--- src/e1ra_defines.svh ---
// Contract
// - Aligned: 16 zero slot-16 octets set loss
// - 16 nonzero slot-16 octets clear loss
// - Aligned: two periods under four zeros set all-ones
// - Over three zeros in one period clears all-ones
// - Three Y bits at one set multiframe alarm
// - One Y bit at zero clears multiframe alarm
// - Criterion zero: few zeros, unaligned declares
// - Criterion zero: over two zeros clears
// - Criterion one: two few-zero windows declare
// - Criterion one: two many-zero windows clear
// - Criterion zero: four A ones set remote
// - Criterion one: first A one sets remote
// - One A bit zero clears remote
// - Alignment lost 100 ms declares frame loss
// - Alignment held 100 ms clears frame loss
// - Flag latches on every state change
// - Flags clear by writing one only
// - Flag reaches interrupt only when enabled
// - Alarm registers reset zero, bits 7:6 reserved
// - Remote and frame loss changes latch too
// - Criteria register holds both selects, reset zero
`ifndef E1RA_DEFINES_SVH
`define E1RA_DEFINES_SVH

// Register indexes; byte address is index times four
`define E1RA_IDX_STATE 10'h0B9
`define E1RA_IDX_IRQ_EN 10'h0BA
`define E1RA_IDX_FLAGS 10'h0BB
`define E1RA_IDX_CRIT 10'h0BC

// Bit positions of the alarm fields and the criteria selects
`define E1RA_BIT_SLOT16_LOSS 5
`define E1RA_BIT_SLOT16_ALLONES 4
`define E1RA_BIT_REMOTE_MF 3
`define E1RA_BIT_ALLONES 2
`define E1RA_BIT_REMOTE 1
`define E1RA_BIT_FRAME_LOSS 0
`define E1RA_BIT_ALLONES_CRIT 5
`define E1RA_BIT_REMOTE_CRIT 4

// Reset values
`define E1RA_RST_ALARM 6'h00
`define E1RA_RST_CRIT 1'b0

// Detector thresholds
`define E1RA_SLOT16_RUN 5'd16
`define E1RA_AIS_FRAMES 4'd15
`define E1RA_SLOT16_FEW 8'd4
`define E1RA_Y_RUN 2'd3
`define E1RA_A_RUN 3'd4
`define E1RA_WIN_LAST 9'd511
`define E1RA_WIN_FEW 2'd3

// Frame-loss persistence time and its cycle count
`define E1RA_CLK_HZ 64'd100000000
`define E1RA_RED_TIME_MS 64'd100
`define E1RA_RED_CYCLES ((`E1RA_RED_TIME_MS * `E1RA_CLK_HZ) / 64'd1000)

`endif

--- src/e1ra_pkg.sv ---
package e1ra_pkg;

	// Alarm vector, bit 5 down to bit 0
	typedef struct packed {
		logic slot16_loss;
		logic slot16_allones;
		logic remote_multiframe;
		logic allones;
		logic remote_alarm;
		logic frame_loss;
	} e1ra_alarm_t;

	// Strobes and data from the receive framer
	typedef struct packed {
		logic basic_aligned;
		logic mf_aligned;
		logic line_valid;
		logic line_bit;
		logic slot16_valid;
		logic [7:0] slot16_octet;
		logic y_valid;
		logic y_bit;
		logic a_valid;
		logic a_bit;
	} e1ra_rx_t;

endpackage

--- src/e1ra_alarm_detector.sv ---
// Decided for this implementation: register access over Wishbone.
`timescale 1ns/1ps
`default_nettype none
`include "e1ra_defines.svh"

module e1ra_alarm_detector
	import e1ra_pkg::*;
#(
	parameter int unsigned RED_CYCLES = 32'(`E1RA_RED_CYCLES)
) (
	input wire logic sys_clk,
	input wire logic reset_n,
	input wire e1ra_rx_t rx_in,
	input wire logic other_irq,
	input wire logic wb_cyc_i,
	input wire logic wb_stb_i,
	input wire logic wb_we_i,
	input wire logic [11:0] wb_adr_i,
	input wire logic [3:0] wb_sel_i,
	input wire logic [31:0] wb_dat_i,
	output logic [31:0] wb_dat_o,
	output logic wb_ack_o,
	output logic irq_n
);

	// Refuse a persistence count the counter cannot hold
	generate
		if (RED_CYCLES < 1 || RED_CYCLES > 24'hFFFFFF) begin : g_bad
			$error("RED_CYCLES out of range");
		end
	endgenerate

	localparam logic [23:0] RED_LAST = 24'(RED_CYCLES - 1);

	e1ra_alarm_t state_reg; // Live alarm states
	e1ra_alarm_t prev_reg; // States one cycle ago
	logic [5:0] flags_reg; // Sticky change flags
	logic [5:0] irq_en_reg; // Interrupt enables
	logic allones_crit_reg; // All-ones criterion select
	logic remote_crit_reg; // Remote criterion select

	// Bus decode
	logic [9:0] idx; // Register index
	logic bus_req; // Fresh request this cycle
	logic wr_lo; // Lane 0 write, lands with the acknowledge
	logic [5:0] flag_clear; // Write-one clear mask
	logic [7:0] rd_byte; // Read mux result

	assign idx = wb_adr_i[11:2];
	assign bus_req = wb_cyc_i && wb_stb_i && !wb_ack_o;
	// Write lands on the edge that sees ack, as the master does
	assign wr_lo = wb_cyc_i && wb_stb_i && wb_ack_o && wb_we_i && wb_sel_i[0];

	// Clear mask from a write to the flag register
	always_comb begin
		if (wr_lo && idx == `E1RA_IDX_FLAGS) begin
			flag_clear = wb_dat_i[5:0];
		end else begin
			flag_clear = 6'h00;
		end
	end

	// Zeros in one slot-16 octet
	function automatic logic [3:0] zeros8(input logic [7:0] v);
		logic [3:0] n;
		n = 4'h0;
		for (int i = 0; i < 8; i++) begin
			n = n + {3'h0, ~v[i]};
		end
		return n;
	endfunction

	// Slot-16 loss
	logic [4:0] zrun_reg; // Consecutive all-zero octets
	logic [4:0] nzrun_reg; // Consecutive nonzero octets

	// Runs of zero and nonzero octets
	always_ff @(posedge sys_clk) begin
		if (!reset_n) begin
			zrun_reg <= 5'h00;
			nzrun_reg <= 5'h00;
			state_reg.slot16_loss <= 1'b0;
		end else if (rx_in.basic_aligned && rx_in.slot16_valid) begin
			if (rx_in.slot16_octet == 8'h00) begin
				nzrun_reg <= 5'h00;
				if (zrun_reg != `E1RA_SLOT16_RUN) begin
					zrun_reg <= zrun_reg + 5'h01;
				end
				if (zrun_reg == `E1RA_SLOT16_RUN - 5'h01) begin
					state_reg.slot16_loss <= 1'b1;
				end
			end else begin
				zrun_reg <= 5'h00;
				if (nzrun_reg != `E1RA_SLOT16_RUN) begin
					nzrun_reg <= nzrun_reg + 5'h01;
				end
				if (nzrun_reg == `E1RA_SLOT16_RUN - 5'h01) begin
					state_reg.slot16_loss <= 1'b0;
				end
			end
		end
	end

	// Slot-16 all-ones
	logic [3:0] s16_frame_reg; // Octet number in period
	logic [7:0] s16_zeros_reg; // Zeros so far in period
	logic s16_few_reg; // Previous period had few zeros
	logic [7:0] s16_total; // Zeros including this octet
	logic s16_few; // This period has few zeros

	assign s16_total = s16_zeros_reg + {4'h0, zeros8(rx_in.slot16_octet)};
	assign s16_few = s16_total < `E1RA_SLOT16_FEW;

	// Sixteen-frame periods of slot-16 zero counts
	always_ff @(posedge sys_clk) begin
		if (!reset_n) begin
			s16_frame_reg <= 4'h0;
			s16_zeros_reg <= 8'h00;
			s16_few_reg <= 1'b0;
			state_reg.slot16_allones <= 1'b0;
		end else if (rx_in.basic_aligned && rx_in.slot16_valid) begin
			s16_frame_reg <= s16_frame_reg + 4'h1;
			if (s16_frame_reg == `E1RA_AIS_FRAMES) begin
				s16_zeros_reg <= 8'h00;
				s16_few_reg <= s16_few;
				if (s16_few && s16_few_reg) begin
					state_reg.slot16_allones <= 1'b1;
				end else if (!s16_few) begin
					state_reg.slot16_allones <= 1'b0;
				end
			end else begin
				s16_zeros_reg <= s16_total;
			end
		end
	end

	// Remote multiframe alarm
	logic [1:0] yrun_reg; // Consecutive Y bits at one

	// Y bit runs under multiframe alignment
	always_ff @(posedge sys_clk) begin
		if (!reset_n) begin
			yrun_reg <= 2'h0;
			state_reg.remote_multiframe <= 1'b0;
		end else if (rx_in.mf_aligned && rx_in.y_valid) begin
			if (!rx_in.y_bit) begin
				yrun_reg <= 2'h0;
				state_reg.remote_multiframe <= 1'b0;
			end else begin
				if (yrun_reg != `E1RA_Y_RUN) begin
					yrun_reg <= yrun_reg + 2'h1;
				end
				if (yrun_reg == `E1RA_Y_RUN - 2'h1) begin
					state_reg.remote_multiframe <= 1'b1;
				end
			end
		end
	end

	// Line all-ones
	logic [8:0] win_pos_reg; // Bit position in window
	logic [1:0] win_zeros_reg; // Zeros seen, saturating
	logic win_few_reg; // Previous window had few zeros
	logic [1:0] win_total; // Zeros including this bit
	logic win_few; // This window has few zeros

	// Saturating zero count including the current bit
	always_comb begin
		if (!rx_in.line_bit && win_zeros_reg != `E1RA_WIN_FEW) begin
			win_total = win_zeros_reg + 2'h1;
		end else begin
			win_total = win_zeros_reg;
		end
	end

	assign win_few = win_total < `E1RA_WIN_FEW;

	// Fixed back-to-back 512-bit windows
	always_ff @(posedge sys_clk) begin
		if (!reset_n) begin
			win_pos_reg <= 9'h000;
			win_zeros_reg <= 2'h0;
			win_few_reg <= 1'b0;
			state_reg.allones <= 1'b0;
		end else if (rx_in.line_valid) begin
			win_pos_reg <= win_pos_reg + 9'h001;
			if (win_pos_reg == `E1RA_WIN_LAST) begin
				win_zeros_reg <= 2'h0;
				win_few_reg <= win_few;
				if (!allones_crit_reg) begin
					// Single window criterion
					if (win_few && !rx_in.basic_aligned) begin
						state_reg.allones <= 1'b1;
					end else if (!win_few) begin
						state_reg.allones <= 1'b0;
					end
				end else begin
					// Two window criterion
					if (win_few && win_few_reg) begin
						state_reg.allones <= 1'b1;
					end else if (!win_few && !win_few_reg) begin
						state_reg.allones <= 1'b0;
					end
				end
			end else begin
				win_zeros_reg <= win_total;
			end
		end
	end

	// Remote alarm
	logic [2:0] arun_reg; // Consecutive A bits at one

	// A bit runs under basic frame alignment
	always_ff @(posedge sys_clk) begin
		if (!reset_n) begin
			arun_reg <= 3'h0;
			state_reg.remote_alarm <= 1'b0;
		end else if (rx_in.basic_aligned && rx_in.a_valid) begin
			if (!rx_in.a_bit) begin
				arun_reg <= 3'h0;
				state_reg.remote_alarm <= 1'b0;
			end else begin
				if (arun_reg != `E1RA_A_RUN) begin
					arun_reg <= arun_reg + 3'h1;
				end
				if (remote_crit_reg) begin
					state_reg.remote_alarm <= 1'b1;
				end else if (arun_reg == `E1RA_A_RUN - 3'h1) begin
					state_reg.remote_alarm <= 1'b1;
				end
			end
		end
	end

	// Frame loss
	logic [23:0] red_cnt_reg; // Persistence counter

	// Count while alignment disagrees with the alarm
	always_ff @(posedge sys_clk) begin
		if (!reset_n) begin
			red_cnt_reg <= 24'h000000;
			state_reg.frame_loss <= 1'b0;
		end else if (rx_in.basic_aligned == state_reg.frame_loss) begin
			if (red_cnt_reg == RED_LAST) begin
				red_cnt_reg <= 24'h000000;
				// Declare when unaligned, clear when aligned
				state_reg.frame_loss <= !rx_in.basic_aligned;
			end else begin
				red_cnt_reg <= red_cnt_reg + 24'h000001;
			end
		end else begin
			red_cnt_reg <= 24'h000000;
		end
	end

	// Change flags
	// Previous states for edge detection
	always_ff @(posedge sys_clk) begin
		if (!reset_n) begin
			prev_reg <= `E1RA_RST_ALARM;
		end else begin
			prev_reg <= state_reg;
		end
	end

	// One sticky flag per alarm; a change wins over a clear
	genvar gi;
	generate
		for (gi = 0; gi < 6; gi++) begin : g_flag
			always_ff @(posedge sys_clk) begin
				if (!reset_n) begin
					flags_reg[gi] <= 1'b0;
				end else if (state_reg[gi] != prev_reg[gi]) begin
					flags_reg[gi] <= 1'b1;
				end else if (flag_clear[gi]) begin
					flags_reg[gi] <= 1'b0;
				end
			end
		end
	endgenerate

	// Control registers
	// Enable and criteria writes
	always_ff @(posedge sys_clk) begin
		if (!reset_n) begin
			irq_en_reg <= `E1RA_RST_ALARM;
			allones_crit_reg <= `E1RA_RST_CRIT;
			remote_crit_reg <= `E1RA_RST_CRIT;
		end else if (wr_lo) begin
			if (idx == `E1RA_IDX_IRQ_EN) begin
				irq_en_reg <= wb_dat_i[5:0];
			end
			if (idx == `E1RA_IDX_CRIT) begin
				allones_crit_reg <= wb_dat_i[`E1RA_BIT_ALLONES_CRIT];
				remote_crit_reg <= wb_dat_i[`E1RA_BIT_REMOTE_CRIT];
			end
		end
	end

	// Interrupt
	// Active-low request from enabled flags and other sources
	always_ff @(posedge sys_clk) begin
		if (!reset_n) begin
			irq_n <= 1'b1;
		end else begin
			irq_n <= !(|(flags_reg & irq_en_reg) || other_irq);
		end
	end

	// Bus slave
	// Read mux; reserved bits and unmapped indexes read zero
	always_comb begin
		case (idx)
			`E1RA_IDX_STATE: rd_byte = {2'h0, state_reg};
			`E1RA_IDX_IRQ_EN: rd_byte = {2'h0, irq_en_reg};
			`E1RA_IDX_FLAGS: rd_byte = {2'h0, flags_reg};
			`E1RA_IDX_CRIT: rd_byte = {2'h0, allones_crit_reg,
				remote_crit_reg, 4'h0};
			default: rd_byte = 8'h00;
		endcase
	end

	// One-wait-state acknowledge, dropped the next cycle
	always_ff @(posedge sys_clk) begin
		if (!reset_n) begin
			wb_ack_o <= 1'b0;
			wb_dat_o <= 32'h00000000;
		end else begin
			wb_ack_o <= bus_req;
			if (bus_req && !wb_we_i) begin
				wb_dat_o <= {24'h000000, rd_byte};
			end
		end
	end

endmodule // e1ra_alarm_detector
`default_nettype wire

--- config.mk ---
export PLATFORM = sky130hd
export DESIGN_NAME = e1ra_alarm_detector
export DESIGN_NICKNAME = d
export VERILOG_FILES = /design/src/e1ra_pkg.sv /design/src/e1ra_alarm_detector.sv
export VERILOG_INCLUDE_DIRS = /design/src
export SDC_FILE = /design/constraint.sdc
export NUM_CORES = 1
export LEC_CHECK = 0
export ABC_CLOCK_PERIOD_IN_PS = 5100
export BUFFER_PORTS_ARGS = -buffer_cell sky130_fd_sc_hd__clkbuf_2
export CAP_MARGIN = 15
export CORE_ASPECT_RATIO = 0.9
export CORE_MARGIN = 4
export CORE_UTILIZATION = 30
export DETAILED_ROUTE_END_ITERATION = 8
export GPL_TIMING_DRIVEN = 0
export HOLD_SLACK_MARGIN = 0.1
export PLACE_DENSITY = 0.51
export SYNTH_ARGS = -nofsm -noshare
export SYNTH_HDL_FRONTEND = slang
export SYNTH_SLANG_ARGS = --single-unit
export TNS_END_PERCENT = 20
--- constraint.sdc ---
create_clock -name sys_clk -period 5.1 [get_ports sys_clk]
set_clock_uncertainty 0.2 [all_clocks]
set_input_delay 0.51 -clock sys_clk [delete_from_list [all_inputs] [get_ports sys_clk]]
set_output_delay 0.51 -clock sys_clk [all_outputs]
set_load 0.1 [all_outputs]
==> impl_metrics.xml, run 1 <==
<?xml version="1.0" encoding="UTF-8"?>
<metrics>
  <group name="floorplanning">
    <metric name="die_w" unit="µm">147</metric>
    <metric name="die_h" unit="µm">133</metric>
    <metric name="row_count" unit="">45</metric>
    <metric name="dieArea" unit="µm²">19600</metric>
    <metric name="io-pin-count" unit="">105</metric>
    <metric name="floorplan.initialDensity" unit="%">30.8</metric>
    <metric name="core_area" unit="µm²">16900</metric>
  </group>
  <group name="yosys">
    <metric name="synth_flop_cell" unit="">dfxtp_1</metric>
    <metric name="synth.lib_cells_used.distinct" unit="">61</metric>
    <metric name="syn_area" unit="µm²">5220</metric>
    <metric name="yosys.cell_count.top_type" unit="">dfxtp_1</metric>
    <metric name="synth_area_leaders" unit="">dfxtp_1, ha_1, xnor2_1</metric>
    <metric name="simple_gate_area_share_of_the_yosys_netlist" unit="%">24.2</metric>
    <metric name="synth_edf_count" unit="">0</metric>
    <metric name="seq_area_frac_synth" unit="%">37.6</metric>
    <metric name="synth-warning-count" unit="">0</metric>
    <metric name="netlist.area_leader.share" unit="%">37.6</metric>
    <metric name="post_synthesis_instance_total" unit="">590</metric>
    <metric name="synth_top_family_by_area" unit="">simple AND/OR/NAND/NOR gates</metric>
    <metric name="yosys-top-cells-count" unit="">dfxtp_1, nand2_1, nor2_1</metric>
    <metric name="syn_area_per_cell" unit="µm²">8.84</metric>
    <metric name="asyncSetResetFlopFracSynth" unit="%">0</metric>
    <metric name="synth_area_leader_cell" unit="">dfxtp_1</metric>
    <metric name="synthXorXnorAreaFrac" unit="%">6.55</metric>
    <metric name="post_synthesis_compound_gate_area_fraction" unit="%">12.8</metric>
    <metric name="post_synthesis_share_of_cell_area_spent_on_full_adders_half_adders_and_majority_gates" unit="%">7.19</metric>
    <metric name="synth.ff_latch_count" unit="">98</metric>
    <metric name="muxShareOfSynthArea" unit="%">3.88</metric>
  </group>
  <group name="worst_hold_path">
    <metric name="hp-start" unit="">wb_stb_i</metric>
    <metric name="worstHoldPathCells" unit="">3</metric>
    <metric name="min_delay_worst_endpoint" unit="">wb_ack_o$_SDFF_PN0_</metric>
    <metric name="hold_path.class" unit="">in2reg</metric>
  </group>
  <group name="power">
    <metric name="power_report.internal_total" unit="W">0.00124</metric>
    <metric name="pwr-share-clk" unit="%">37.1</metric>
    <metric name="p_sw" unit="W">0.000514</metric>
    <metric name="vdd_drop_max" unit="µV">165</metric>
    <metric name="power.share.combinational" unit="%">17.9</metric>
    <metric name="power.switching_fraction" unit="%">29.3</metric>
    <metric name="cellLeakagePower" unit="nW">2.42</metric>
    <metric name="power_density" unit="nW/µm²">286</metric>
    <metric name="seqPwrFrac" unit="%">44.9</metric>
  </group>
  <group name="cts">
    <metric name="root_buffer" unit="">clkbuf_16</metric>
    <metric name="cts_setup_buffers" unit="">0</metric>
    <metric name="cts.clk_slew.worst_paths" unit="ns">0.07</metric>
    <metric name="cts-root-to-sink-buffers" unit="">2</metric>
    <metric name="cts-resized-gates" unit="">0</metric>
    <metric name="tritoncts.num_buffers" unit="">9</metric>
    <metric name="htree_levels" unit="">3</metric>
    <metric name="cts.hold.buffers_added" unit="">0</metric>
    <metric name="worstSkewPairLatency" unit="ns">0.35</metric>
    <metric name="tritoncts" unit="">yes</metric>
    <metric name="cts.sinks" unit="">98</metric>
  </group>
  <group name="global_routing">
    <metric name="vias_in_the_first_global_route" unit="">4016</metric>
    <metric name="grtUsageTotal" unit="%">11.9</metric>
    <metric name="largest_net_degree_at_the_start_of_global_routing" unit="">16</metric>
    <metric name="first_pass_grt_wire_length" unit="µm">19300</metric>
    <metric name="number_of_antenna_violations_at_the_first_check_in_global_routing" unit="">0</metric>
    <metric name="grt.overflow.total" unit="">0</metric>
  </group>
  <group name="layout">
    <metric name="finalNonFillerCells" unit="">911</metric>
    <metric name="nets" unit="">769</metric>
    <metric name="largest_register_ff_count" unit="">24</metric>
    <metric name="area_used_by_multi_input_combinational_logic" unit="µm²">2950</metric>
    <metric name="sequential_cell_area" unit="µm²">1960</metric>
    <metric name="design_area" unit="µm²">6110</metric>
    <metric name="proportion_of_layout_cells_with_a_drive_suffix_above_1" unit="%">16.0</metric>
    <metric name="area_growth" unit="%">17.2</metric>
    <metric name="layout.filler_cells" unit="">1756</metric>
    <metric name="antennaDiodeCount" unit="">0</metric>
  </group>
  <group name="critical_path">
    <metric name="cp_max_fo" unit="">5</metric>
    <metric name="cp.required" unit="ns">5.15</metric>
    <metric name="critical-path-max-stage-delay" unit="ns">0.52</metric>
    <metric name="critical_path.slowest_cell" unit="">fa_1</metric>
    <metric name="reg2reg_to" unit="">state_reg[4]$_SDFFE_PN0P_</metric>
    <metric name="critical_path.endpoint_type" unit="">flip-flop</metric>
    <metric name="reg2reg_slack" unit="ns">0.78</metric>
    <metric name="setup.worst_path.class" unit="">reg2reg</metric>
    <metric name="worst_setup_path_start_kind" unit="">flip-flop</metric>
    <metric name="critical_path_buf_inv_count" unit="">3</metric>
    <metric name="r2r-start" unit="">s16_zeros_reg[0]$_SDFFE_PN0P_</metric>
    <metric name="crit_path_cell_trace" unit="">inv_1, fa_1, inv_1, fa_1, fa_1, inv_1, fa_1, fa_1, nand2b_1, a21oi_1, mux2i_1, nand4_1, o31ai_1</metric>
    <metric name="path_delay_family" unit="">adder cells</metric>
    <metric name="worst_r2r_path_cells" unit="">13</metric>
    <metric name="critPathMostFrequentCell" unit="">fa_1</metric>
    <metric name="worst-endpoint-arrival" unit="ns">4.37</metric>
  </group>
  <group name="sta">
    <metric name="fin_crit_sh" unit="%">84.7</metric>
    <metric name="final-setup-viol-count" unit="">0</metric>
    <metric name="rsz0062_at_grt" unit="">no</metric>
    <metric name="hold_violations" unit="">0</metric>
    <metric name="worstMarginPinSlew" unit="ns">0.915</metric>
    <metric name="maxSlewViolCount" unit="">0</metric>
    <metric name="final_period_minus_worst_setup_slack" unit="ns">4.32</metric>
    <metric name="max_freq" unit="MHz">231</metric>
    <metric name="relative_slew_slack" unit="%">38.4</metric>
    <metric name="final.setup.tns" unit="ns">0</metric>
  </group>
  <group name="placed_design">
    <metric name="place.port_buffers" unit="">45</metric>
    <metric name="gp_routability_congestion" unit="">0.809</metric>
    <metric name="dp_hpwl" unit="µm">8740</metric>
    <metric name="placedCellCount" unit="">895</metric>
    <metric name="placed_area" unit="µm²">5830</metric>
  </group>
  <group name="routing">
    <metric name="final_ant_viol_nets" unit="">0</metric>
    <metric name="avgViaCountPerCell" unit="">4.58</metric>
    <metric name="detailroute.via_count" unit="">4173</metric>
    <metric name="postRouteWirelength" unit="µm">11500</metric>
    <metric name="detailedRoute.firstPassIterationCount" unit="">4</metric>
    <metric name="drc" unit="">0</metric>
    <metric name="drt_iter0_markers" unit="">171</metric>
    <metric name="avgRoutedWirePerCell" unit="µm">12.6</metric>
  </group>
  <group name="run_status">
    <metric name="outcome" unit="">finished clean</metric>
  </group>
  <group name="flow_run">
    <metric name="max_cap_viol_count" unit="">0</metric>
  </group>
</metrics>
==> per-layer routing <==
layer / track usage, % / part of all wire [%] / wire, µm
met1: 15.2 / 47 / 5420
met2: 20.1 / 48 / 5520
met3: 3.84 / 4.2 / 489
met4: 2.17 / 0.75 / 86
met5: 0 / 0 / 0
==> per-stage QoR <==
| step | hold slack (ns) | power (W) | utilization [%] | setup slack, ns |
|---|---|---|---|---|
| after global routing | 0.239 | 0.00184 | 36.1 | 0.456 |
| after detailed placement | 0.247 | 0.00112 | 34.4 | 0.479 |
| after global placement | 0.233 | 0.00111 | 34.4 | 0.544 |
| final | 0.231 | 0.00175 | 36.1 | 0.779 |
| after floorplan | 0.221 | 0.00105 | - | 0.980 |
| after CTS | 0.215 | 0.00177 | 36.1 | 0.752 |
==> cell type report <==
type                            instances  area share, %
Multi-Input combinational cell        443           48.2
Sequential cell                        98           32.1
Buffer                                 45           4.83
Tap cell                              235           4.81
Clock buffer                           12           4.20
Timing Repair Buffer                   45           3.68
Inverter                               29           1.78
Clock inverter                          4          0.430
==> worst max-delay path by stage <==
stage | from | endpoint | cells past startpoint
final | s16_zeros_reg[0]$_SDFFE_PN0P_ | state_reg[4]$_SDFFE_PN0P_ | 13
after global routing | s16_zeros_reg[0]$_SDFFE_PN0P_ | state_reg[4]$_SDFFE_PN0P_ | 13
after CTS | s16_zeros_reg[0]$_SDFFE_PN0P_ | state_reg[4]$_SDFFE_PN0P_ | 13
after detailed placement | rx_in[4] | state_reg[4]$_SDFFE_PN0P_ | 13
after global placement | rx_in[4] | state_reg[4]$_SDFFE_PN0P_ | 13
after floorplan | rx_in[4] | state_reg[4]$_SDFFE_PN0P_ | 12
==> worst min-delay path, stage by stage <==
cell	delay, ns
clkbuf_2	0.09
nand2_1	0.07
nor3b_1	0.06
==> power groups by stage <==
| stage | logic (W) | registers (W) | clock network, W |
|---|---|---|---|
| 6_report | 0.000314 | 0.000787 | 0.000650 |
| 5_1_grt | 0.000347 | 0.000788 | 0.000708 |
| 4_1_cts | 0.000316 | 0.000786 | 0.000672 |
| 3_5_place_dp | 0.000313 | 0.000804 | 0 |
| 3_3_place_gp | 0.000309 | 0.000803 | 0 |
| 2_1_floorplan | 0.000244 | 0.000807 | 0 |
==> layout by cell type (no fill, tap or decap), types with 7 or more instances in the layout <==
cell	synthesis	final
dfxtp_1	98	98
conb_1	1	26
nor4_1	7	7
clkbuf_16	0	9
a21oi_1	19	19
nand3_1	21	21
mux2i_1	18	18
and3_1	9	9
nand2_1	46	46
xnor2_1	23	23
buf_4	26	26
o21ai_0	25	25
nand4_1	11	11
clkbuf_1	16	17
nor2b_1	22	22
ha_1	22	22
nor2_1	38	38
a21boi_0	18	18
inv_1	29	29
nor3_1	10	10
a22oi_1	7	7
xor2_1	16	16
and2_1	26	26
clkbuf_2	1	46
==> cells by family after synthesis <==
logic type               count (synthesis)
AO/OA/AOI/OAI                          101
multiplexers                            20
XOR/XNOR                                39
buffers and inverters                   74
other                                    1
AND/OR/NAND/NOR                        230
adder cells (fa/ha/maj)                 27
flip-flops                              98
(Power assumes the default switching activity.)
==> run 2: changes to the inputs <==
--- a/config.mk
+++ b/config.mk
@@ -6,7 +6,8 @@
 export SDC_FILE = /design/constraint.sdc
 export NUM_CORES = 1
 export LEC_CHECK = 0
-export ABC_CLOCK_PERIOD_IN_PS = 5100
+export ABC_AREA = 1
+export ABC_CLOCK_PERIOD_IN_PS = 4200
 export BUFFER_PORTS_ARGS = -buffer_cell sky130_fd_sc_hd__clkbuf_2
 export CAP_MARGIN = 15
 export CORE_ASPECT_RATIO = 0.9
==> constraint.sdc (replaced) <==
create_clock -name sys_clk -period 4.2 [get_ports sys_clk]
set_clock_uncertainty 0.2 [all_clocks]
set_input_delay 0.42 -clock sys_clk [delete_from_list [all_inputs] [get_ports sys_clk]]
set_output_delay 0.42 -clock sys_clk [all_outputs]
set_load 0.1 [all_outputs]
==> run 2 against run 1 <==
Global-route usage increased by 0.53 points. Register-to-register slack got worse by 0.36 ns. Routed wire length increased by 5.9%. Clock-buffer cell count decreased by 1. Non-clock buffer count decreased by 3. Largest cell class unchanged.
==> impl_metrics.xml, run 2 <==
<?xml version="1.0" encoding="UTF-8"?>
<metrics>
  <group name="sta">
    <metric name="max_freq" unit="MHz">264</metric>
    <metric name="worstMarginPinSlew" unit="ns">0.880</metric>
    <metric name="rsz0062_at_grt" unit="">no</metric>
    <metric name="relative_slew_slack" unit="%">40.9</metric>
    <metric name="fin_crit_sh" unit="%">90.1</metric>
    <metric name="hold_violations" unit="">0</metric>
    <metric name="maxSlewViolCount" unit="">0</metric>
    <metric name="final-setup-viol-count" unit="">0</metric>
    <metric name="final.setup.tns" unit="ns">0</metric>
    <metric name="final_period_minus_worst_setup_slack" unit="ns">3.78</metric>
  </group>
  <group name="placed_design">
    <metric name="placedCellCount" unit="">1051</metric>
    <metric name="dp_hpwl" unit="µm">9480</metric>
    <metric name="gp_routability_congestion" unit="">0.799</metric>
    <metric name="place.port_buffers" unit="">46</metric>
  </group>
  <group name="yosys">
    <metric name="synth.lib_cells_used.distinct" unit="">43</metric>
    <metric name="asyncSetResetFlopFracSynth" unit="%">0</metric>
    <metric name="synth_edf_count" unit="">0</metric>
    <metric name="netlist.area_leader.share" unit="%">36.9</metric>
    <metric name="synth-warning-count" unit="">0</metric>
    <metric name="yosys.cell_count.top_type" unit="">nand2_1</metric>
    <metric name="synth.ff_latch_count" unit="">98</metric>
    <metric name="synth_area_leaders" unit="">dfxtp_1, nand2_1, nor2_1</metric>
    <metric name="yosys-top-cells-count" unit="">nand2_1, dfxtp_1, nor2_1</metric>
    <metric name="synth_flop_cell" unit="">dfxtp_1</metric>
    <metric name="syn_area_per_cell" unit="µm²">7.14</metric>
    <metric name="syn_area" unit="µm²">5320</metric>
    <metric name="post_synthesis_instance_total" unit="">745</metric>
    <metric name="seq_area_frac_synth" unit="%">36.9</metric>
    <metric name="synth_area_leader_cell" unit="">dfxtp_1</metric>
  </group>
  <group name="run_status">
    <metric name="outcome" unit="">finished clean</metric>
  </group>
  <group name="flow_run">
    <metric name="max_cap_viol_count" unit="">0</metric>
  </group>
  <group name="layout">
    <metric name="nets" unit="">926</metric>
    <metric name="antennaDiodeCount" unit="">0</metric>
    <metric name="finalNonFillerCells" unit="">1068</metric>
    <metric name="most_frequent_standard_cell_in_the_layout_excluding_fill_and_tap_cells" unit="">nand2_1</metric>
    <metric name="area_used_by_multi_input_combinational_logic" unit="µm²">2840</metric>
    <metric name="proportion_of_layout_cells_with_a_drive_suffix_above_1" unit="%">14.2</metric>
    <metric name="area_growth" unit="%">17.6</metric>
    <metric name="layout.filler_cells" unit="">1837</metric>
    <metric name="highest_count_cells_in_the_layout_ignoring_fill_and_taps" unit="">nand2_1, dfxtp_1, nor2_1</metric>
    <metric name="largest_register_ff_count" unit="">24</metric>
    <metric name="sequential_cell_area" unit="µm²">1960</metric>
  </group>
  <group name="critical_path">
    <metric name="cp_max_fo" unit="">3</metric>
    <metric name="critical_path.slowest_cell" unit="">fa_1</metric>
    <metric name="critical_path.endpoint_type" unit="">flip-flop</metric>
    <metric name="path_delay_family" unit="">adder cells</metric>
    <metric name="setup.worst_path.class" unit="">reg2reg</metric>
    <metric name="critPathMostFrequentCell" unit="">nand2_1</metric>
    <metric name="critical_path_buf_inv_count" unit="">3</metric>
    <metric name="worst_setup_path_start_kind" unit="">flip-flop</metric>
    <metric name="critical-path-max-stage-delay" unit="ns">0.51</metric>
    <metric name="cp.required" unit="ns">4.28</metric>
    <metric name="worst-endpoint-arrival" unit="ns">3.86</metric>
    <metric name="crit_path_cell_trace" unit="">inv_1, fa_1, inv_1, fa_1, fa_1, inv_1, fa_2, fa_2, nand3b_1, nand2_1, nand2_1, nand2_1, nand3_1, nor2_1, nand2_1, a21oi_1</metric>
  </group>
  <group name="cts">
    <metric name="cts.clk_slew.worst_paths" unit="ns">0.07</metric>
    <metric name="tritoncts" unit="">yes</metric>
    <metric name="root_buffer" unit="">clkbuf_16</metric>
    <metric name="cts_setup_buffers" unit="">0</metric>
    <metric name="cts-root-to-sink-buffers" unit="">2</metric>
    <metric name="cts.sinks" unit="">98</metric>
    <metric name="worstSkewPairLatency" unit="ns">0.35</metric>
    <metric name="htree_levels" unit="">3</metric>
    <metric name="tritoncts.num_buffers" unit="">9</metric>
  </group>
  <group name="global_routing">
    <metric name="largest_net_degree_at_the_start_of_global_routing" unit="">17</metric>
    <metric name="vias_in_the_first_global_route" unit="">4250</metric>
    <metric name="grtUsageTotal" unit="%">12.5</metric>
    <metric name="grt.overflow.total" unit="">0</metric>
    <metric name="number_of_antenna_violations_at_the_first_check_in_global_routing" unit="">0</metric>
    <metric name="first_pass_grt_wire_length" unit="µm">20300</metric>
  </group>
  <group name="routing">
    <metric name="drt_iter0_markers" unit="">288</metric>
    <metric name="detailedRoute.firstPassIterationCount" unit="">4</metric>
    <metric name="final_ant_viol_nets" unit="">0</metric>
    <metric name="avgRoutedWirePerCell" unit="µm">11.4</metric>
    <metric name="postRouteWirelength" unit="µm">12200</metric>
    <metric name="detailroute.via_count" unit="">4693</metric>
    <metric name="drc" unit="">0</metric>
    <metric name="avgViaCountPerCell" unit="">4.39</metric>
  </group>
  <group name="worst_hold_path">
    <metric name="hold_path.class" unit="">in2reg</metric>
  </group>
  <group name="power">
    <metric name="cellLeakagePower" unit="nW">2.67</metric>
    <metric name="power_density" unit="nW/µm²">348</metric>
    <metric name="vdd_drop_max" unit="µV">157</metric>
  </group>
  <group name="floorplanning">
    <metric name="floorplan.initialDensity" unit="%">31.1</metric>
    <metric name="dieArea" unit="µm²">19900</metric>
    <metric name="die_h" unit="µm">134</metric>
    <metric name="io-pin-count" unit="">105</metric>
    <metric name="die_w" unit="µm">148</metric>
    <metric name="row_count" unit="">45</metric>
    <metric name="core_area" unit="µm²">17100</metric>
  </group>
</metrics>
[run 2: metal layers]
metal,wire length (µm),vias to the layer above,global-route usage (%)
li1,-,2527,-
met5,0,-,0
met4,191,0,3.95
met1,6170,2067,17.8
met2,5160,86,18.6
met3,669,13,2.94
[run 2: path summary, 6_finish.rpt]
| kind | start | end | slack, ns | depth (start not counted) |
|---|---|---|---|---|
| worst min register to register | wb_dat_o[4]$_SDFFE_PN0P_ | wb_dat_o[4]$_SDFFE_PN0P_ | 0.27 | 2 |
| worst max-delay path | s16_zeros_reg[0]$_SDFFE_PN0P_ | s16_few_reg$_SDFFE_PN0P_ | 0.42 | 16 |
| worst min-delay path | wb_stb_i | wb_ack_o$_SDFF_PN0_ | 0.14 | 3 |
| worst max register to register | s16_zeros_reg[0]$_SDFFE_PN0P_ | s16_few_reg$_SDFFE_PN0P_ | 0.42 | 16 |
[run 2: worst register-to-register path: cells and delay by family, from the launching register on]
kind / cells / cell delay, ns
DFF: 1 / 0.31
AOI/OAI and AO/OA: 1 / 0.14
adders and majority gates: 5 / 2.19
buffers and inverters: 3 / 0.17
and+or+nand+nor: 7 / 0.69
[run 2: where the power goes]
group          switching [W]  internal (W)  leakage, nW
Sequential         0.0000110      0.000945        0.792
Combinational       0.000262      0.000112         1.73
Clock               0.000366      0.000483        0.151
[run 2: kinds of logic (layout without fill, tap and decap cells)]
family                   count (synthesis)  after routing  share of synthesized area (%)
AO/OA/AOI/OAI                           96             96                           9.91
XOR/XNOR                                21             21                           3.46
adder cells (fa/ha/maj)                 27             27                           7.06
buffers and inverters                  132            195                           11.6
flip-flops                              98             98                           36.9
other                                    1             26                         0.0705
AND/OR/NAND/NOR                        370            370                           31.1
[run 2: cell type report]
cell class / count / area share [%]
clock inverter: 5 / 0.980
clock buffer: 11 / 3.88
sequential: 98 / 31.4
inverter: 92 / 5.52
timing repair buffer: 47 / 3.84
multi-input combinational: 540 / 45.4
tap: 235 / 4.70
buffer: 40 / 4.30
[run 2: metrics by stage]
| step | setup WS (ns) | total power, W | cell area, µm² | hold WS [ns] | util (%) |
|---|---|---|---|---|---|
| 2_1_floorplan | 0.424 | 0.00128 | 5410 | 0.230 | - |
| 3_3_place_gp | 0.102 | 0.00135 | 5940 | 0.253 | 34.7 |
| 3_5_place_dp | 0.0915 | 0.00135 | 5940 | 0.261 | 34.7 |
| 4_1_cts | 0.273 | 0.00221 | 6250 | 0.119 | 36.5 |
| 5_1_grt | 0.0214 | 0.00230 | 6250 | 0.140 | 36.5 |
| 6_report | 0.417 | 0.00218 | 6250 | 0.136 | 36.5 |
[run 2: what timing repair did]
action	CTS	global route
hold buffers	1	0
hold endpoints to repair	1	0
resized for setup	0	2
endpoints found under the setup margin	0	2
==> run 3: changes to the inputs <==
--- a/config.mk
+++ b/config.mk
@@ -7,16 +7,18 @@
 export NUM_CORES = 1
 export LEC_CHECK = 0
 export ABC_AREA = 1
-export ABC_CLOCK_PERIOD_IN_PS = 4200
+export ABC_CLOCK_PERIOD_IN_PS = 3500
 export BUFFER_PORTS_ARGS = -buffer_cell sky130_fd_sc_hd__clkbuf_2
 export CAP_MARGIN = 15
+export CELL_PAD_IN_SITES_DETAIL_PLACEMENT = 1
+export CELL_PAD_IN_SITES_GLOBAL_PLACEMENT = 2
 export CORE_ASPECT_RATIO = 0.9
 export CORE_MARGIN = 4
 export CORE_UTILIZATION = 30
 export DETAILED_ROUTE_END_ITERATION = 8
 export GPL_TIMING_DRIVEN = 0
 export HOLD_SLACK_MARGIN = 0.1
-export PLACE_DENSITY = 0.51
+export PLACE_DENSITY = 0.8
 export SYNTH_ARGS = -nofsm -noshare
 export SYNTH_HDL_FRONTEND = slang
 export SYNTH_SLANG_ARGS = --single-unit
==> constraint.sdc (replaced) <==
create_clock -name sys_clk -period 3.5 [get_ports sys_clk]
set_clock_uncertainty 0.2 [all_clocks]
set_input_delay 0.35 -clock sys_clk [delete_from_list [all_inputs] [get_ports sys_clk]]
set_output_delay 0.35 -clock sys_clk [all_outputs]
set_load 0.1 [all_outputs]
==> run 3 against run 2 <==
The run now ends with setup timing left. Die area unchanged. Largest cell class unchanged. Sequential share of layout area down 0.64 points. Critical path type unchanged. Cell area up 2.2%. Flip-flop and latch count unchanged. Largest power group unchanged.
==> impl_metrics.xml, run 3 (synthesized netlist as in run 2, its figures left out) <==
<?xml version="1.0" encoding="UTF-8"?>
<metrics>
  <group name="sta">
    <metric name="final_period_minus_worst_setup_slack" unit="ns">3.78</metric>
    <metric name="relative_slew_slack" unit="%">52.8</metric>
    <metric name="max_freq" unit="MHz">264</metric>
    <metric name="timing.final.ws_setup" unit="ns">-0.281</metric>
    <metric name="maxSlewViolCount" unit="">0</metric>
    <metric name="final-setup-viol-count" unit="">4</metric>
    <metric name="rsz0062_at_grt" unit="">yes</metric>
    <metric name="timing.hold.ws" unit="ns">0.113</metric>
    <metric name="worstMarginPinSlew" unit="ns">0.703</metric>
    <metric name="fin_crit_sh" unit="%">108</metric>
    <metric name="hold_violations" unit="">0</metric>
  </group>
  <group name="cts">
    <metric name="tritoncts" unit="">yes</metric>
    <metric name="cts.sinks" unit="">98</metric>
    <metric name="cts.clk_slew.worst_paths" unit="ns">0.07</metric>
    <metric name="tritoncts.num_buffers" unit="">9</metric>
    <metric name="worstSkewPairLatency" unit="ns">0.35</metric>
    <metric name="root_buffer" unit="">clkbuf_16</metric>
    <metric name="cts-root-to-sink-buffers" unit="">2</metric>
    <metric name="htree_levels" unit="">3</metric>
  </group>
  <group name="power">
    <metric name="cellLeakagePower" unit="nW">2.71</metric>
    <metric name="vdd_drop_max" unit="µV">166</metric>
    <metric name="design_power_total" unit="W">0.00272</metric>
    <metric name="power_density" unit="nW/µm²">426</metric>
  </group>
  <group name="layout">
    <metric name="antennaDiodeCount" unit="">0</metric>
    <metric name="finalNonFillerCells" unit="">1077</metric>
    <metric name="proportion_of_layout_cells_with_a_drive_suffix_above_1" unit="%">15.6</metric>
    <metric name="sequential_cell_area" unit="µm²">1960</metric>
    <metric name="nets" unit="">935</metric>
    <metric name="largest_register_ff_count" unit="">24</metric>
    <metric name="layout.filler_cells" unit="">2205</metric>
    <metric name="most_frequent_standard_cell_in_the_layout_excluding_fill_and_tap_cells" unit="">nand2_1</metric>
    <metric name="highest_count_cells_in_the_layout_ignoring_fill_and_taps" unit="">nand2_1, dfxtp_1, nor2_1</metric>
    <metric name="area_growth" unit="%">20.2</metric>
    <metric name="area_used_by_multi_input_combinational_logic" unit="µm²">2870</metric>
  </group>
  <group name="routing">
    <metric name="avgViaCountPerCell" unit="">4.66</metric>
    <metric name="drt_iter0_markers" unit="">116</metric>
    <metric name="avgRoutedWirePerCell" unit="µm">13.5</metric>
    <metric name="detailedRoute.firstPassIterationCount" unit="">4</metric>
    <metric name="drc" unit="">0</metric>
    <metric name="detailroute.via_count" unit="">5014</metric>
    <metric name="postRouteWirelength" unit="µm">14600</metric>
    <metric name="final_ant_viol_nets" unit="">0</metric>
  </group>
  <group name="floorplanning">
    <metric name="io-pin-count" unit="">105</metric>
    <metric name="floorplan.initialDensity" unit="%">31.1</metric>
    <metric name="row_count" unit="">45</metric>
    <metric name="die_h" unit="µm">134</metric>
    <metric name="core_area" unit="µm²">17100</metric>
    <metric name="die_w" unit="µm">148</metric>
    <metric name="dieArea" unit="µm²">19900</metric>
  </group>
  <group name="global_routing">
    <metric name="largest_net_degree_at_the_start_of_global_routing" unit="">18</metric>
    <metric name="vias_in_the_first_global_route" unit="">5353</metric>
    <metric name="first_pass_grt_wire_length" unit="µm">25300</metric>
    <metric name="grtUsageTotal" unit="%">15.4</metric>
    <metric name="number_of_antenna_violations_at_the_first_check_in_global_routing" unit="">0</metric>
    <metric name="grt.overflow.total" unit="">0</metric>
  </group>
  <group name="critical_path">
    <metric name="cp.required" unit="ns">3.59</metric>
    <metric name="cp_max_fo" unit="">3</metric>
    <metric name="worst-endpoint-arrival" unit="ns">3.87</metric>
    <metric name="setup.worst_path.class" unit="">reg2reg</metric>
    <metric name="critical_path.endpoint_type" unit="">flip-flop</metric>
    <metric name="worst_setup_path_start_kind" unit="">flip-flop</metric>
  </group>
  <group name="placed_design">
    <metric name="gp_routability_congestion" unit="">0.800</metric>
    <metric name="dp_hpwl" unit="µm">11700</metric>
    <metric name="placedCellCount" unit="">1051</metric>
    <metric name="place.port_buffers" unit="">46</metric>
  </group>
  <group name="run_status">
    <metric name="outcome" unit="">complete, but fails checks</metric>
    <metric name="failed_checks" unit="">setup timing</metric>
  </group>
  <group name="flow_run">
    <metric name="max_cap_viol_count" unit="">0</metric>
  </group>
  <group name="worst_hold_path">
    <metric name="hold_path.class" unit="">in2reg</metric>
  </group>
</metrics>
==> run 3: cell types whose count changed in the layout (fill, tap and decap cells not counted), moves of 2 or more <==
cell,before,now
nand2_1,148,145
dlygate4sd3_1,1,9
a21oi_1,54,50
inv_1,91,89
inv_2,1,3
a21oi_2,6,10
nand2_2,4,7
==> run 3: layout make-up <==
| type | count | share of cell area [%] |
|---|---|---|
| Inverter | 92 | 5.40 |
| Clock buffer | 11 | 3.96 |
| Sequential cell | 98 | 30.7 |
| Tap cell | 235 | 4.60 |
| Buffer | 40 | 4.21 |
| Clock inverter | 5 | 1.06 |
| Multi-Input combinational cell | 540 | 44.9 |
| Timing Repair Buffer | 56 | 5.13 |
==> run 3: worst paths after layout <==
path                                      start                       end  slack [ns]  cells past startpoint
setup / recovery  s16_zeros_reg[0]$_SDFFE_PN0P_  s16_few_reg$_SDFFE_PN0P_       -0.28                     16
hold / removal                         rx_in[0]  arun_reg[1]$_SDFFE_PN0P_        0.11                      3
setup reg to reg  s16_zeros_reg[0]$_SDFFE_PN0P_  s16_few_reg$_SDFFE_PN0P_       -0.28                     16
hold reg to reg        wb_dat_o[4]$_SDFFE_PN0P_  wb_dat_o[4]$_SDFFE_PN0P_        0.27                      2
==> run 3: layer usage <==
metal | track usage [%] | wire length (µm) | up-vias
li1 | - | - | 2543
met1 | 19.3 | 6760 | 2367
met2 | 26.9 | 7140 | 81
met3 | 2.20 | 391 | 23
met4 | 5.64 | 297 | 0
met5 | 0 | 0 | -
==> run 3: report_power, final <==
part	total, W	internal [W]	switching (W)
Sequential	0.00115	0.00113	0.0000141
Combinational	0.000495	0.000154	0.000340
Clock	0.00108	0.000606	0.000473
Total	0.00272	0.00189	0.000827
==> run 3: worst max-delay path: stages, from the launching register on <==
cell	delay, ns
dfxtp_2	0.32
inv_2	0.04
fa_1	0.52
inv_2	0.04
fa_1	0.44
fa_1	0.50
inv_1	0.05
fa_2	0.35
fa_2	0.36
nand3b_1	0.21
nand2_2	0.13
nand2_2	0.06
nand2_1	0.06
nand3_1	0.06
nor2_1	0.09
nand2_1	0.12
a21oi_2	0.15
==> run 3: timing repair <==
action                                 4_1_cts  5_1_grt
hold buffers                                 9        0
pin swaps                                    2        1
setup buffers                                1        0
setup endpoints to repair                    4        5
endpoints found under the hold margin        7        0
gates resized for setup                      5        6
==> run 3: metrics by stage <==
step / util, % / setup WS [ns] / TNS [ns] / area [µm²]
finish: 37.3 / -0.281 / -0.650 / 6390
global route: 37.3 / -0.456 / -1.38 / 6390
CTS: 37.2 / -0.259 / -0.713 / 6360
detailed placement: 34.7 / -0.446 / -1.63 / 5940
global placement: 34.7 / -0.354 / -1.02 / 5940
floorplan: - / -0.0415 / -0.0830 / 5420
